[src/inc/base_ctl_consts.svh]
// Offsets, field positions, reset values and timing counts of the base control block.
// Assumes a 10 MHz i_ref_clk and long-word register offsets.
// Behaviour
// - Spare line direction and value from bits.
// - Clock-select line direction and value from bits.
// - Alive pulse is 10 ms or 1 ms.
// - Clock detect drives alive on missing reference.
// - Send-pulse bit emits one pulse, self-clears.
// - Alive direction bit sets line direction.
// - Each clock output gated by own enable.
// - Clock enable low stops operational clocks.
// - External select bit picks reference source.
// - Operational clock is reference over divisor+1.
// - Zero divisor with external: 1x clock.
// - Loop-test bit allows host FIFO read/write.
// - Load-levels redirects accesses, empty then full.
// - Load level at reset picks default offset.
// - Enable low holds FIFO in reset.
// - User switch enable shows DIP on FIFO A.
// - All control bits clear on reset.
// - Long-word offsets, base control at zero.
// - Alive input latch, cleared by status read.
// - Input line levels readable in status word.
`ifndef BASE_CTL_CONSTS_SVH
`define BASE_CTL_CONSTS_SVH
// Long-word register offsets.
`define OFS_BASE_CONTROL 6'h00
`define OFS_INPUT_STATUS 6'h05
// Base control word fields.
`define BCW_RESET 32'h0000_0000
`define BCW_MASK 32'h00ff_7ffd
`define B_SPARE_OUT 23
`define B_SPARE_DIR 22
`define B_CSEL_OUT 21
`define B_CSEL_DIR 20
`define B_PULSE_WIDE 19
`define B_CLK_DETECT 18
`define B_SEND_PULSE 17
`define B_ALIVE_DIR 16
`define B_XCLK2_EN 14
`define B_XCLK1_EN 13
`define B_CLK_EN 12
`define B_EXT_SEL 11
`define B_DIV_HI 10
`define B_DIV_LO 8
`define B_LOOP_B 7
`define B_LOOP_A 6
`define B_LOAD_B 5
`define B_FIFO_B_EN 4
`define B_LOAD_A 3
`define B_USER_SW 2
`define B_FIFO_A_EN 0
// Timing, in nanoseconds, and the clock period.
`define CLK_PERIOD_NS 100
`define ALIVE_SHORT_NS 1000000
`define ALIVE_LONG_NS 10000000
`define ALIVE_SHORT_CYC (`ALIVE_SHORT_NS / `CLK_PERIOD_NS)
`define ALIVE_LONG_CYC (`ALIVE_LONG_NS / `CLK_PERIOD_NS)
`define MISS_NS 3200
`define MISS_CYC (`MISS_NS / `CLK_PERIOD_NS)
`endif

[src/inc/base_ctl_pkg.sv]
// Types of the base control block.
// Assumes the constants header is compiled alongside.
package base_ctl_pkg;
   // Whole state of the block, registered in one place.
   typedef struct packed {
      logic [31:0] ctl;        // Base control word.
      logic [31:0] rdata;      // Read data.
      logic [1:0] s_sp;        // Spare line synchroniser.
      logic [1:0] s_cs;        // Clock-select line synchroniser.
      logic [1:0] s_al;        // Alive line synchroniser.
      logic [2:0] s_osc;       // Oscillator synchroniser plus edge stage.
      logic [2:0] s_ext;       // External clock synchroniser plus edge stage.
      logic [7:0] s_sw0;       // DIP switch first stage.
      logic [7:0] s_sw1;       // DIP switch second stage.
      logic [16:0] pcnt;       // Alive pulse countdown.
      logic pulsing;           // Alive pulse in progress.
      logic [7:0] mcnt;        // Cycles since last external edge.
      logic missing;           // External clock missing.
      logic latch;             // Alive input latch.
      logic [2:0] dcnt;        // Divider position.
      logic [2:0] dcur;        // Divisor in force.
      logic src;               // Source in force.
      logic [2:0] gate;        // Enables in force: xclk2, xclk1, clk.
      logic op;                // Operational clock.
      logic x1;                // External clock 1 output.
      logic x2;                // External clock 2 output.
      logic [1:0] lvl_full;    // Next level register is almost full.
      logic [1:0] dflt63;      // Parallel programming caught at FIFO reset.
      logic [7:0] swv;         // DIP value for FIFO A reads.
      logic sp_o;              // Spare drive value.
      logic sp_oe_n;           // Spare output enable.
      logic cs_o;              // Clock-select drive value.
      logic cs_oe_n;           // Clock-select output enable.
      logic al_o;              // Alive drive value.
      logic al_oe_n;           // Alive output enable.
   } state_t;
endpackage : base_ctl_pkg

[src/rtl/base_ctl.sv]
// Base control register and clock/discrete logic of the serial I/O board.
// Assumes a host access port on i_ref_clk and pin inputs from outside its domain.
`timescale 1ns/1ps
`default_nettype none
`include "base_ctl_consts.svh"
module base_ctl #(
   parameter int unsigned SHORT_CYC = `ALIVE_SHORT_CYC,
   parameter int unsigned LONG_CYC = `ALIVE_LONG_CYC,
   parameter int unsigned MISS_CYC = `MISS_CYC
) (
   // Clock and reset.
   input wire logic i_ref_clk,
   input wire logic i_rst_n,
   // Host register access, long-word offsets.
   input wire logic i_wr,
   input wire logic i_rd,
   input wire logic [5:0] i_addr,
   input wire logic [31:0] i_wdata,
   output logic [31:0] o_rdata,
   // Clock references and outputs.
   input wire logic i_osc_ref,
   input wire logic i_ext_ref,
   output logic o_op_clk,
   output logic o_xclk1,
   output logic o_xclk2,
   // Discrete lines, three signals each.
   input wire logic i_spare,
   output logic o_spare,
   output logic o_spare_oe_n,
   input wire logic i_csel,
   output logic o_csel,
   output logic o_csel_oe_n,
   input wire logic i_alive,
   output logic o_alive,
   output logic o_alive_oe_n,
   // External FIFO control; index 0 is FIFO A, 1 is FIFO B.
   input wire logic [1:0] i_fifo_acc,
   input wire logic [7:0] i_user_sw,
   output logic [1:0] o_fifo_rst_n,
   output logic [1:0] o_loop_test,
   output logic [1:0] o_load_lvl,
   output logic [1:0] o_lvl_full_sel,
   output logic [1:0] o_dflt_63,
   output logic o_sw_gate,
   output logic [7:0] o_sw_val
);
   import base_ctl_pkg::*;

   // ----------------------------------------------------------------
   // State
   // ----------------------------------------------------------------
   state_t st_ff;   // Registered state.
   state_t nxt_st;  // Next state.
   logic ref_rise;  // Reference rising edge in force.
   logic ext_rise;  // External clock rising edge.
   logic wrap;      // Divider period ends.
   logic st_rd;     // Status word read.
   logic [31:0] wv; // Masked write value.

   // ----------------------------------------------------------------
   // Next state
   // ----------------------------------------------------------------
   // All state advances here; synchronisers feed only their next stage.
   always_comb begin
      nxt_st = st_ff;
      wv = i_wdata & `BCW_MASK;
      // Shift pins in through two flops before any use.
      nxt_st.s_sp = {st_ff.s_sp[0], i_spare};
      nxt_st.s_cs = {st_ff.s_cs[0], i_csel};
      nxt_st.s_al = {st_ff.s_al[0], i_alive};
      nxt_st.s_osc = {st_ff.s_osc[1:0], i_osc_ref};
      nxt_st.s_ext = {st_ff.s_ext[1:0], i_ext_ref};
      nxt_st.s_sw0 = i_user_sw;
      nxt_st.s_sw1 = st_ff.s_sw0;
      ext_rise = st_ff.s_ext[1] & ~st_ff.s_ext[2];
      ref_rise = st_ff.src ? ext_rise : (st_ff.s_osc[1] & ~st_ff.s_osc[2]);
      st_rd = i_rd && (i_addr == `OFS_INPUT_STATUS);
      if (i_wr && (i_addr == `OFS_BASE_CONTROL)) begin
         nxt_st.ctl = wv;
      end
      // Missing reference: no edge for MISS_CYC cycles.
      // The count saturates, so a long loss never wraps back to present.
      if (ext_rise) begin
         nxt_st.mcnt = 8'h00;
      end else if (st_ff.mcnt != MISS_CYC[7:0]) begin
         nxt_st.mcnt = st_ff.mcnt + 8'h01;
      end
      nxt_st.missing = (st_ff.mcnt == MISS_CYC[7:0]);
      // one pulse per request, only when alive is an output.
      if (st_ff.pulsing) begin
         if (st_ff.pcnt == 17'h00000) begin
            nxt_st.pulsing = 1'b0;
            // send bit reads zero after pulse, unless rewritten.
            if (!(i_wr && (i_addr == `OFS_BASE_CONTROL))) begin
               nxt_st.ctl[`B_SEND_PULSE] = 1'b0;
            end
         end else begin
            nxt_st.pcnt = st_ff.pcnt - 17'h00001;
         end
      end else if (st_ff.ctl[`B_SEND_PULSE] && st_ff.ctl[`B_ALIVE_DIR]) begin
         nxt_st.pulsing = 1'b1;
         // Loaded one short: the loading edge is already the first high cycle.
         // width select
         nxt_st.pcnt = st_ff.ctl[`B_PULSE_WIDE] ? 17'(LONG_CYC - 1) : 17'(SHORT_CYC - 1);
      end
      // set wins over the read clear.
      if (st_rd) begin
         nxt_st.latch = 1'b0;
      end
      // Set terms: a high alive input, or a missing selected reference.
      if ((!st_ff.ctl[`B_ALIVE_DIR] && st_ff.s_al[1]) ||
          (st_ff.ctl[`B_CLK_DETECT] && st_ff.ctl[`B_EXT_SEL] && st_ff.missing)) begin
         nxt_st.latch = 1'b1;
      end
      // divide by divisor plus one; settings change at wrap, or at once while the external source is missing.
      // Counting reference edges keeps the period a whole number of them.
      wrap = ref_rise && (st_ff.dcnt == st_ff.dcur);
      if (ref_rise) begin
         nxt_st.dcnt = wrap ? 3'h0 : st_ff.dcnt + 3'h1;
      end
      // new source, divisor and gates take hold at a period boundary, or at once while the external source is missing.
      if (wrap || (st_ff.src && st_ff.missing)) begin
         nxt_st.dcur = st_ff.ctl[`B_DIV_HI:`B_DIV_LO];
         nxt_st.src = st_ff.ctl[`B_EXT_SEL];
         nxt_st.gate = st_ff.ctl[`B_XCLK2_EN:`B_CLK_EN];
         nxt_st.dcnt = 3'h0;
      end
      // zero divisor passes the reference through as a 1x clock.
      if (st_ff.dcur == 3'h0) begin
         nxt_st.op = st_ff.src ? st_ff.s_ext[1] : st_ff.s_osc[1];
      end else begin
         nxt_st.op = (nxt_st.dcnt <= {1'b0, st_ff.dcur[2:1]});
      end
      // Gate with the enables that hold after this edge, so that a stop or
      // a start lands on a period boundary and never leaves a runt pulse.
      // clock enable gates all clocks.
      nxt_st.op = nxt_st.op & nxt_st.gate[0];
      nxt_st.x1 = nxt_st.op & nxt_st.gate[1];
      nxt_st.x2 = nxt_st.op & nxt_st.gate[2];
      nxt_st.sp_o = st_ff.ctl[`B_SPARE_OUT];
      nxt_st.sp_oe_n = ~st_ff.ctl[`B_SPARE_DIR];
      nxt_st.cs_o = st_ff.ctl[`B_CSEL_OUT];
      nxt_st.cs_oe_n = ~st_ff.ctl[`B_CSEL_DIR];
      // alive high while selected reference is missing.
      nxt_st.al_o = st_ff.pulsing ||
         (st_ff.ctl[`B_CLK_DETECT] && st_ff.ctl[`B_EXT_SEL] && st_ff.missing);
      nxt_st.al_oe_n = ~st_ff.ctl[`B_ALIVE_DIR];
      // level accesses alternate, restart at empty on FIFO reset.
      // the load level is caught while the FIFO sits in reset.
      // FIFO A.
      if (!st_ff.ctl[`B_FIFO_A_EN]) begin
         nxt_st.lvl_full[0] = 1'b0;
         nxt_st.dflt63[0] = st_ff.ctl[`B_LOAD_A];
      end else if (i_fifo_acc[0] && st_ff.ctl[`B_LOAD_A]) begin
         nxt_st.lvl_full[0] = ~st_ff.lvl_full[0];
      end
      // FIFO B.
      if (!st_ff.ctl[`B_FIFO_B_EN]) begin
         nxt_st.lvl_full[1] = 1'b0;
         nxt_st.dflt63[1] = st_ff.ctl[`B_LOAD_B];
      end else if (i_fifo_acc[1] && st_ff.ctl[`B_LOAD_B]) begin
         nxt_st.lvl_full[1] = ~st_ff.lvl_full[1];
      end
      // DIP value offered while the gate is on.
      nxt_st.swv = st_ff.ctl[`B_USER_SW] ? st_ff.s_sw1 : 8'h00;
      // input levels and latch in the status word.
      // Without a read the last answer stands for the host to take.
      if (st_rd) begin
         // Latch, then alive, clock-select and spare levels.
         nxt_st.rdata = {28'h0000000, st_ff.latch, st_ff.s_al[1], st_ff.s_cs[1], st_ff.s_sp[1]};
      end else if (i_rd && (i_addr == `OFS_BASE_CONTROL)) begin
         // The control word in force: masked write, send bit cleared after its pulse.
         nxt_st.rdata = st_ff.ctl;
      end else if (i_rd) begin
         // Every other offset reads as zero.
         nxt_st.rdata = 32'h00000000;
      end
   end

   // ----------------------------------------------------------------
   // Registers
   // ----------------------------------------------------------------
   // everything clears on reset except the three output enables, which set.
   // Enables are active low, so every line leaves reset as an input.
   always_ff @(posedge i_ref_clk) begin
      if (!i_rst_n) begin
         st_ff <= '0;
         st_ff.ctl <= `BCW_RESET;
         st_ff.sp_oe_n <= 1'b1;
         st_ff.cs_oe_n <= 1'b1;
         st_ff.al_oe_n <= 1'b1;
      end else begin
         st_ff <= nxt_st;
      end
   end

   // Outputs straight from flops.
   assign o_rdata = st_ff.rdata;
   assign o_op_clk = st_ff.op;
   assign o_xclk1 = st_ff.x1;
   assign o_xclk2 = st_ff.x2;
   assign o_spare = st_ff.sp_o;
   assign o_spare_oe_n = st_ff.sp_oe_n;
   assign o_csel = st_ff.cs_o;
   assign o_csel_oe_n = st_ff.cs_oe_n;
   assign o_alive = st_ff.al_o;
   assign o_alive_oe_n = st_ff.al_oe_n;
   // enable low holds the FIFO in reset.
   assign o_fifo_rst_n = {st_ff.ctl[`B_FIFO_B_EN], st_ff.ctl[`B_FIFO_A_EN]};
   // loop test to the FIFO port logic.
   assign o_loop_test = {st_ff.ctl[`B_LOOP_B], st_ff.ctl[`B_LOOP_A]};
   assign o_load_lvl = {st_ff.ctl[`B_LOAD_B], st_ff.ctl[`B_LOAD_A]};
   assign o_lvl_full_sel = st_ff.lvl_full;
   assign o_dflt_63 = st_ff.dflt63;
   assign o_sw_gate = st_ff.ctl[`B_USER_SW];
   assign o_sw_val = st_ff.swv;

   // ----------------------------------------------------------------
   // Checks
   // ----------------------------------------------------------------
   spare_drive_a: assert property (@(posedge i_ref_clk) disable iff (!i_rst_n)
      $past(st_ff.ctl[`B_SPARE_DIR]) |-> !o_spare_oe_n && o_spare == $past(st_ff.ctl[`B_SPARE_OUT]))
      else $error("spare line not driven from its bits");
   csel_drive_a: assert property (@(posedge i_ref_clk) disable iff (!i_rst_n)
      !$past(st_ff.ctl[`B_CSEL_DIR]) |-> o_csel_oe_n)
      else $error("clock-select line driven while input");
   pulse_len_a: assert property (@(posedge i_ref_clk) disable iff (!i_rst_n)
      $rose(st_ff.pulsing) |-> st_ff.pcnt ==
         ($past(st_ff.ctl[`B_PULSE_WIDE]) ? 17'(LONG_CYC - 1) : 17'(SHORT_CYC - 1)))
      else $error("alive pulse length wrong");
   send_clear_a: assert property (@(posedge i_ref_clk) disable iff (!i_rst_n)
      $fell(st_ff.pulsing) && !$past(i_wr) |-> !st_ff.ctl[`B_SEND_PULSE])
      else $error("send bit not cleared at pulse end");
   alive_dir_a: assert property (@(posedge i_ref_clk) disable iff (!i_rst_n)
      ##1 o_alive_oe_n == !$past(st_ff.ctl[`B_ALIVE_DIR]))
      else $error("alive direction wrong");
   xclk_gate_a: assert property (@(posedge i_ref_clk) disable iff (!i_rst_n)
      (o_xclk1 |-> o_op_clk && st_ff.gate[1]) and (o_xclk2 |-> o_op_clk && st_ff.gate[2]))
      else $error("external clock not gated by its enable");
   clk_stop_a: assert property (@(posedge i_ref_clk) disable iff (!i_rst_n)
      !st_ff.gate[0] ##1 !st_ff.gate[0] |-> !o_op_clk)
      else $error("operational clock runs while disabled");
   latch_set_a: assert property (@(posedge i_ref_clk) disable iff (!i_rst_n)
      !st_ff.ctl[`B_ALIVE_DIR] && st_ff.s_al[1] |=> st_ff.latch)
      else $error("alive latch lost a high input");
   fifo_rst_a: assert property (@(posedge i_ref_clk) disable iff (!i_rst_n)
      !st_ff.ctl[`B_FIFO_A_EN] |-> !o_fifo_rst_n[0] ##1 !o_lvl_full_sel[0])
      else $error("FIFO A not held in reset");
   // alive raised while the reference is lost.
   alive_miss_a: assert property (@(posedge i_ref_clk) disable iff (!i_rst_n)
      $past(st_ff.ctl[`B_CLK_DETECT] && st_ff.ctl[`B_EXT_SEL] && st_ff.missing) |-> o_alive)
      else $error("alive not raised on a missing reference");
   // the divider never runs past its divisor.
   div_range_a: assert property (@(posedge i_ref_clk) disable iff (!i_rst_n)
      st_ff.dcnt <= st_ff.dcur)
      else $error("divider count beyond divisor");
   // a zero divisor passes the external clock through.
   pass_1x_a: assert property (@(posedge i_ref_clk) disable iff (!i_rst_n)
      st_ff.dcur == 3'h0 && st_ff.src && st_ff.gate[0] && !wrap && !st_ff.missing |=>
         o_op_clk == $past(st_ff.s_ext[1]))
      else $error("1x external clock not passed through");
   // the divided clock rises only at a period start.
   runt_free_a: assert property (@(posedge i_ref_clk) disable iff (!i_rst_n)
      $rose(o_op_clk) && $past(st_ff.dcur) != 3'h0 |-> st_ff.dcnt == 3'h0)
      else $error("operational clock rose inside a period");
   // each FIFO A level access moves to the other level register.
   level_step_a: assert property (@(posedge i_ref_clk) disable iff (!i_rst_n)
      o_fifo_rst_n[0] && o_load_lvl[0] && i_fifo_acc[0] |=>
         o_lvl_full_sel[0] != $past(o_lvl_full_sel[0]))
      else $error("level access did not alternate");
   // the load level is caught during FIFO B reset.
   dflt_catch_a: assert property (@(posedge i_ref_clk) disable iff (!i_rst_n)
      !o_fifo_rst_n[1] |=> o_dflt_63[1] == $past(o_load_lvl[1]))
      else $error("default level not caught in reset");
   // the switch value is hidden while the gate is off.
   switch_off_a: assert property (@(posedge i_ref_clk) disable iff (!i_rst_n)
      !o_sw_gate |=> o_sw_val == 8'h00)
      else $error("switch value shown while gated off");
   // a control read returns the word in force.
   ctl_read_a: assert property (@(posedge i_ref_clk) disable iff (!i_rst_n)
      i_rd && i_addr == `OFS_BASE_CONTROL |=> o_rdata == $past(st_ff.ctl))
      else $error("control read does not match the word");
   // a status read returns the input levels.
   status_read_a: assert property (@(posedge i_ref_clk) disable iff (!i_rst_n)
      i_rd && i_addr == `OFS_INPUT_STATUS |=>
         o_rdata[2:0] == $past({st_ff.s_al[1], st_ff.s_cs[1], st_ff.s_sp[1]}))
      else $error("status read does not show the line levels");
   // offsets outside the map read as zero.
   unmapped_read_a: assert property (@(posedge i_ref_clk) disable iff (!i_rst_n)
      i_rd && i_addr != `OFS_BASE_CONTROL && i_addr != `OFS_INPUT_STATUS |=>
         o_rdata == 32'h00000000)
      else $error("unmapped offset read not zero");
endmodule : base_ctl
`default_nettype wire

[config.mk]
export PLATFORM = sky130hd
export DESIGN_NAME = base_ctl
export DESIGN_NICKNAME = d
export VERILOG_FILES = /design/src/inc/base_ctl_pkg.sv /design/src/rtl/base_ctl.sv
export VERILOG_INCLUDE_DIRS = /design/src /design/src/inc
export SDC_FILE = /design/constraint.sdc
export NUM_CORES = 1
export LEC_CHECK = 0
export BUFFER_PORTS_ARGS = -buffer_cell sky130_fd_sc_hd__buf_2
export CAP_MARGIN = 10
export CORE_MARGIN = 5
export CORE_UTILIZATION = 40
export DETAILED_ROUTE_END_ITERATION = 12
export SETUP_SLACK_MARGIN = 0.3
export SLEW_MARGIN = 20
export SYNTH_ARGS = -nofsm -noshare
export SYNTH_HDL_FRONTEND = slang
export SYNTH_SLANG_ARGS = --single-unit
[constraint.sdc]
create_clock -name i_ref_clk -period 5.9 [get_ports i_ref_clk]
set_clock_uncertainty 0.2 [all_clocks]
set_input_delay 1.18 -clock i_ref_clk [delete_from_list [all_inputs] [get_ports i_ref_clk]]
set_output_delay 1.18 -clock i_ref_clk [all_outputs]
set_load 0.05 [all_outputs]
After elaboration in Yosys (flattened, before gate mapping)
Index checks and enable logic that the tools add are counted.

cells by class
  add/sub/neg operators = 3
  multiply operators = 0
  divide/modulo/power cells = 0
  magnitude comparators = 1
  equality and inequality tests = 5
  shift-type cells = 0
  mux-type cells = 20
  bitwise operators = 13
  reductions and logical operators = 28

operator list
  cell                                                                   number
  32-bit two-way mux                                                     2
  18-bit two-way mux                                                     3
  17-bit two-way mux                                                     2
  17-bit logical NOT                                                     1
  17-bit by 1-bit subtractor with 17-bit output, second input constant   1
  1-bit logical AND                                                      11
  10-bit two-way mux                                                     1
  1-bit two-way mux                                                      9
  8-bit by 1-bit adder with 8-bit output, second input constant          1
  8-bit by 6-bit equality test with 1-bit output, second input constant  1
  8-bit by 6-bit != test with 1-bit output, second input constant        1
  1-bit NOT                                                              8
  2-bit AND reduction                                                    4
  6-bit by 3-bit equality test with 1-bit output, second input constant  1
  6-bit logical NOT                                                      1
  3-bit two-way mux                                                      2
  2-bit nonzero test                                                     3
  1-bit AND                                                              5
  4-bit two-way mux                                                      1
  2-bit OR reduction                                                     2
  3-bit by 1-bit adder with 3-bit output, second input constant          1
  3-bit equality test                                                    1
  3-bit by 2-bit less-or-equal comparator with 1-bit output              1
  3-bit logical NOT                                                      1
  other kinds (4)                                                        6

word-level totals
  register bits after elaboration = 141
  bits in latches = 0
  memory bits (writable) = 0
  bits in read-only memories = 0
  word-level logic and storage cells = 104
  memories kept = 0

Depth between registers and ports, before layout
  depth in word-level cells = 11
  depth in mapped cells = 11
  mapped depth without buffers = 11

Worst setup path before layout
Ideal clock, no wire load.

  kind = input to register
  from = input port i_addr[1]
  to = register st_ff, in the netlist o_rdata[12]
  setup time = 70 ps
  arrival time = 2570 ps
  data required time = 5630 ps
  setup slack = 3060 ps
  cell stages on the path = 6
  buffers on the path = 2
  path through = nor4_1 -> and2_1 -> clkbuf_1 -> clkbuf_1 -> nand3_1 -> a21oi_1

between the ends
  word-level cells in the longest chain between the ends = 3
  elaborated cells between the ends (all ways) = 7

RTL lines
  what                                                                                                  line                             text
  start, declared                                                                                       base_ctl.sv:17                   input wire logic [5:0] i_addr,
  6-bit by 3-bit equality test with 1-bit output (no source line) or 6-bit logical NOT (tied branches)  -
  1-bit logical AND, on equally long branches                                                           base_ctl.sv:77, base_ctl.sv:171
  2-bit OR reduction (no source line) (tied with other cells)                                           -
  end signal, assigned                                                                                  base_ctl.sv:193                  st_ff <= nxt_st;
  end, declared                                                                                         base_ctl.sv:52                   state_t st_ff;

Parallel ways exist; a longest one is shown, timed or not.
A chain may end at the register's enable or synchronous reset.

Final worst setup path
  from = input port i_addr[1]
  to = register st_ff[136] in the netlist's numbering

between the ends
  word-level cells in the longest chain between the ends = 6

RTL lines
  what                                    line                            text
  6-bit logical NOT (no source line) (*)  -
  1-bit logical AND (*)                   base_ctl.sv:78, base_ctl.sv:94
  18-bit two-way mux                      base_ctl.sv:78                  if (i_wr && (i_addr == `OFS_BASE_CONTROL)) begin
  1-bit two-way mux                       base_ctl.sv:94                  if (!(i_wr && (i_addr == `OFS_BASE_CONTROL))) begin
  1-bit two-way mux                       base_ctl.sv:91                  if (st_ff.pcnt == 17'h00000) begin
  1-bit two-way mux (*)                   base_ctl.sv:90                  if (st_ff.pulsing) begin

Mark *: on every way between the ends. The rest lies on a longest branch, timed or not.

==> reports/metrics.yaml <==
routed_wl_um: 11700
synth_commonest_cells: "dfxtp_1, nand2_1, a21oi_1"
syn_inst: 600
yosysMostFrequentCell: "dfxtp_1"
grt_pass1_vias: 3903
hold_path_class: "reg2reg"
yosysWarnings: 0
cts_buffers: 17
coreArea_um2: 13200
drc: 0
period_needed_ns: 3.72
critPathKind: "in2reg"
ctsResizeCount: 0
cts_tree: "yes"
fin_setup_tns_ns: 0
grt_pass1_wl_um: 19300
clock_latency_ns: 0.41
drive_gt1_share_pct: 20.1
synth_cell_types: 58
cp-startpoint: "i_addr[1]"
ir_drop_mv: 0.142
drt-initial-drc-count: 307
clk_pin_slew_ns: 0.05
gr-total-overflow: 0
drt_pass1_iterations: 5
leakagePower_nw: 2.55
vias: 4070
power_density_nw_per_um2: 319
row_count: 42
avgRoutedWirePerCell_um: 14.1
fin_area_um2: 6140
diodes: 0
yosysTopAreaCellShare_pct: 49.4
synth-edff-count: 0
vias_per_cell: 4.89
grt_setup_unrepaired: "false"
start_util_pct: 40.6
stdcell_count: 832
slowest_delay_ns: 0.75
grt_start_max_net_pins: 57
slew_violations: 0
fin_crit_sh_pct: 63.0
place_area_um2: 5600
dieArea_um2: 15800
cts_buffer_depth: 2
ys_seq_elements: 132
endpoint: "st_ff[136]$_SDFF_PN0_"
critPathSlowestCell: "and2_1"
ant_nets: 0
post_cts_buffers: 0
areaGrowthSynthToFinish_pct: 14.8
syn_area_um2: 5350
arrival_ns: 3.76
cts.sinks: 132
r2r_cells: 10
fin_nets: 710
power_mw: 1.96
setup_viol: 0
cts-root-buf: "clkbuf_16"
rr_startpoint: "st_ff[24]$_SDFFE_PN0N_"
crit_path_max_fanout: 22
io_pins: 117
worstMarginPinSlew_ns: 1.00
yosys-top-cells-area: "dfxtp_1, buf_4, nand2_1"
synth_seq_area_share_pct: 49.4
die_w_um: 126
worstPathCellList: "buf_2 -> nor4_1 -> and2_1 -> nand2_1 -> o311ai_0 -> a21oi_1"
r2r_slack_ns: 3.09
yosysTopAreaCell: "dfxtp_1"
die_h_um: 126
r2r_end: "o_xclk1$_SDFF_PN0_"
fmax_ghz: 0.269
synthArstFlopShare_pct: 0
io_buffer_count: 97
status: "complete, no violations"
antenna_found_initial: 0
synth-main-ff-cell: "dfxtp_1"
gp_congestion: 0.815
worst_setup_path_end_kind: "register"
grt_usage_pct: 15.0
hold_viol: 0
worstSetupStartpointType: "input pin"
maxCapViolCount: 0
dpl.cell_count: 804
crit_required_ns: 5.95
htree_levels: 4
whs_ns: 0.212
dp_hpwl_um: 8120
holdBufCountCts: 0
avgSynthCellArea_um2: 8.91
slew_headroom_pct: 33.1
critical path, delay by kind of cell:
kind	cells	cell delay (ns)
buf+inv	1	0.09
simple gates	3	2.03
compound gates	2	0.45
through the flow:
step	setup WS (ns)	util [%]
3_3_place_gp	1.80	42.5
2_1_floorplan	3.06	-
6_report	2.18	46.5
3_5_place_dp	1.70	42.5
4_1_cts	2.12	46.5
5_1_grt	2.02	46.5
how the worst min path moves through the flow:
stage	slack, ns	from	depth (start not counted)	to
detailed placement	0.20	st_ff[139]$_SDFFE_PN0P_	1	o_csel_oe_n$_SDFF_PN1_
global route	0.22	st_ff[139]$_SDFFE_PN0P_	1	o_csel_oe_n$_SDFF_PN1_
CTS	0.21	st_ff[139]$_SDFFE_PN0P_	1	o_csel_oe_n$_SDFF_PN1_
finish	0.21	st_ff[139]$_SDFFE_PN0P_	1	o_csel_oe_n$_SDFF_PN1_
floorplan	0.17	st_ff[139]$_SDFFE_PN0P_	1	o_csel_oe_n$_SDFF_PN1_
global placement	0.19	st_ff[139]$_SDFFE_PN0P_	1	o_csel_oe_n$_SDFF_PN1_
where the power goes:
group	internal [mW]	total [mW]	switching, mW
combinational	0.0263	0.0785	0.0522
clock	0.620	0.966	0.346
sequential	0.905	0.912	0.00693
total	1.55	1.96	0.406
per-layer routing:
| metal | track usage [%] | part of all wire (%) | routed length, µm |
|---|---|---|---|
| met5 | 0 | 0 | 0 |
| met4 | 5.36 | 0.91 | 107 |
| met3 | 5.08 | 6.0 | 702 |
| met2 | 24.0 | 48 | 5580 |
| met1 | 19.0 | 45 | 5340 |
cells by family after synthesis:
kind of cell | count (synthesis) | synth area share [%]
AND/OR/NAND/NOR | 243 | 22.6
flip-flops | 132 | 49.4
AO/OA/AOI/OAI | 99 | 11.7
buffers and inverters | 92 | 10.1
XOR/XNOR | 18 | 2.95
multiplexers | 9 | 1.68
adder cells (fa/ha/maj) | 6 | 1.40
other | 1 | 0.0701
layout make-up:
| cell class | instances | area, µm² |
|---|---|---|
| Inverter | 14 | 52.6 |
| Multi-Input combinational cell | 384 | 2190 |
| Clock inverter | 6 | 82.6 |
| Timing Repair Buffer | 98 | 493 |
| Tap cell | 176 | 220 |
| Fill cell | 1278 | 7050 |
| Sequential cell | 132 | 2640 |
| Clock buffer | 22 | 454 |
cell usage in the layout (no fill, tap or decap), types with 4 or more instances in the layout:
master       n
a211oi_1     7
a21oi_1     56
and2_1      33
and3_1      16
buf_2       97
clkbuf_1     4
clkbuf_16   17
conb_1       9
dfxtp_1    132
ha_1         6
inv_1       14
mux2i_1      9
nand2_1     81
nand3_1     30
nor2_1      39
nor3_1      12
nor3b_1      4
nor4_1       6
or3_1        5
xnor2_1     12
xor2_1       6
sequential cells by signal, summed over array words and instances, names as in the netlist, 8 cells and up:
name      count
st_ff        64
o_sw_val      8
o_rdata      23
nxt_st       17
Power figures use the tool's default switching activity.
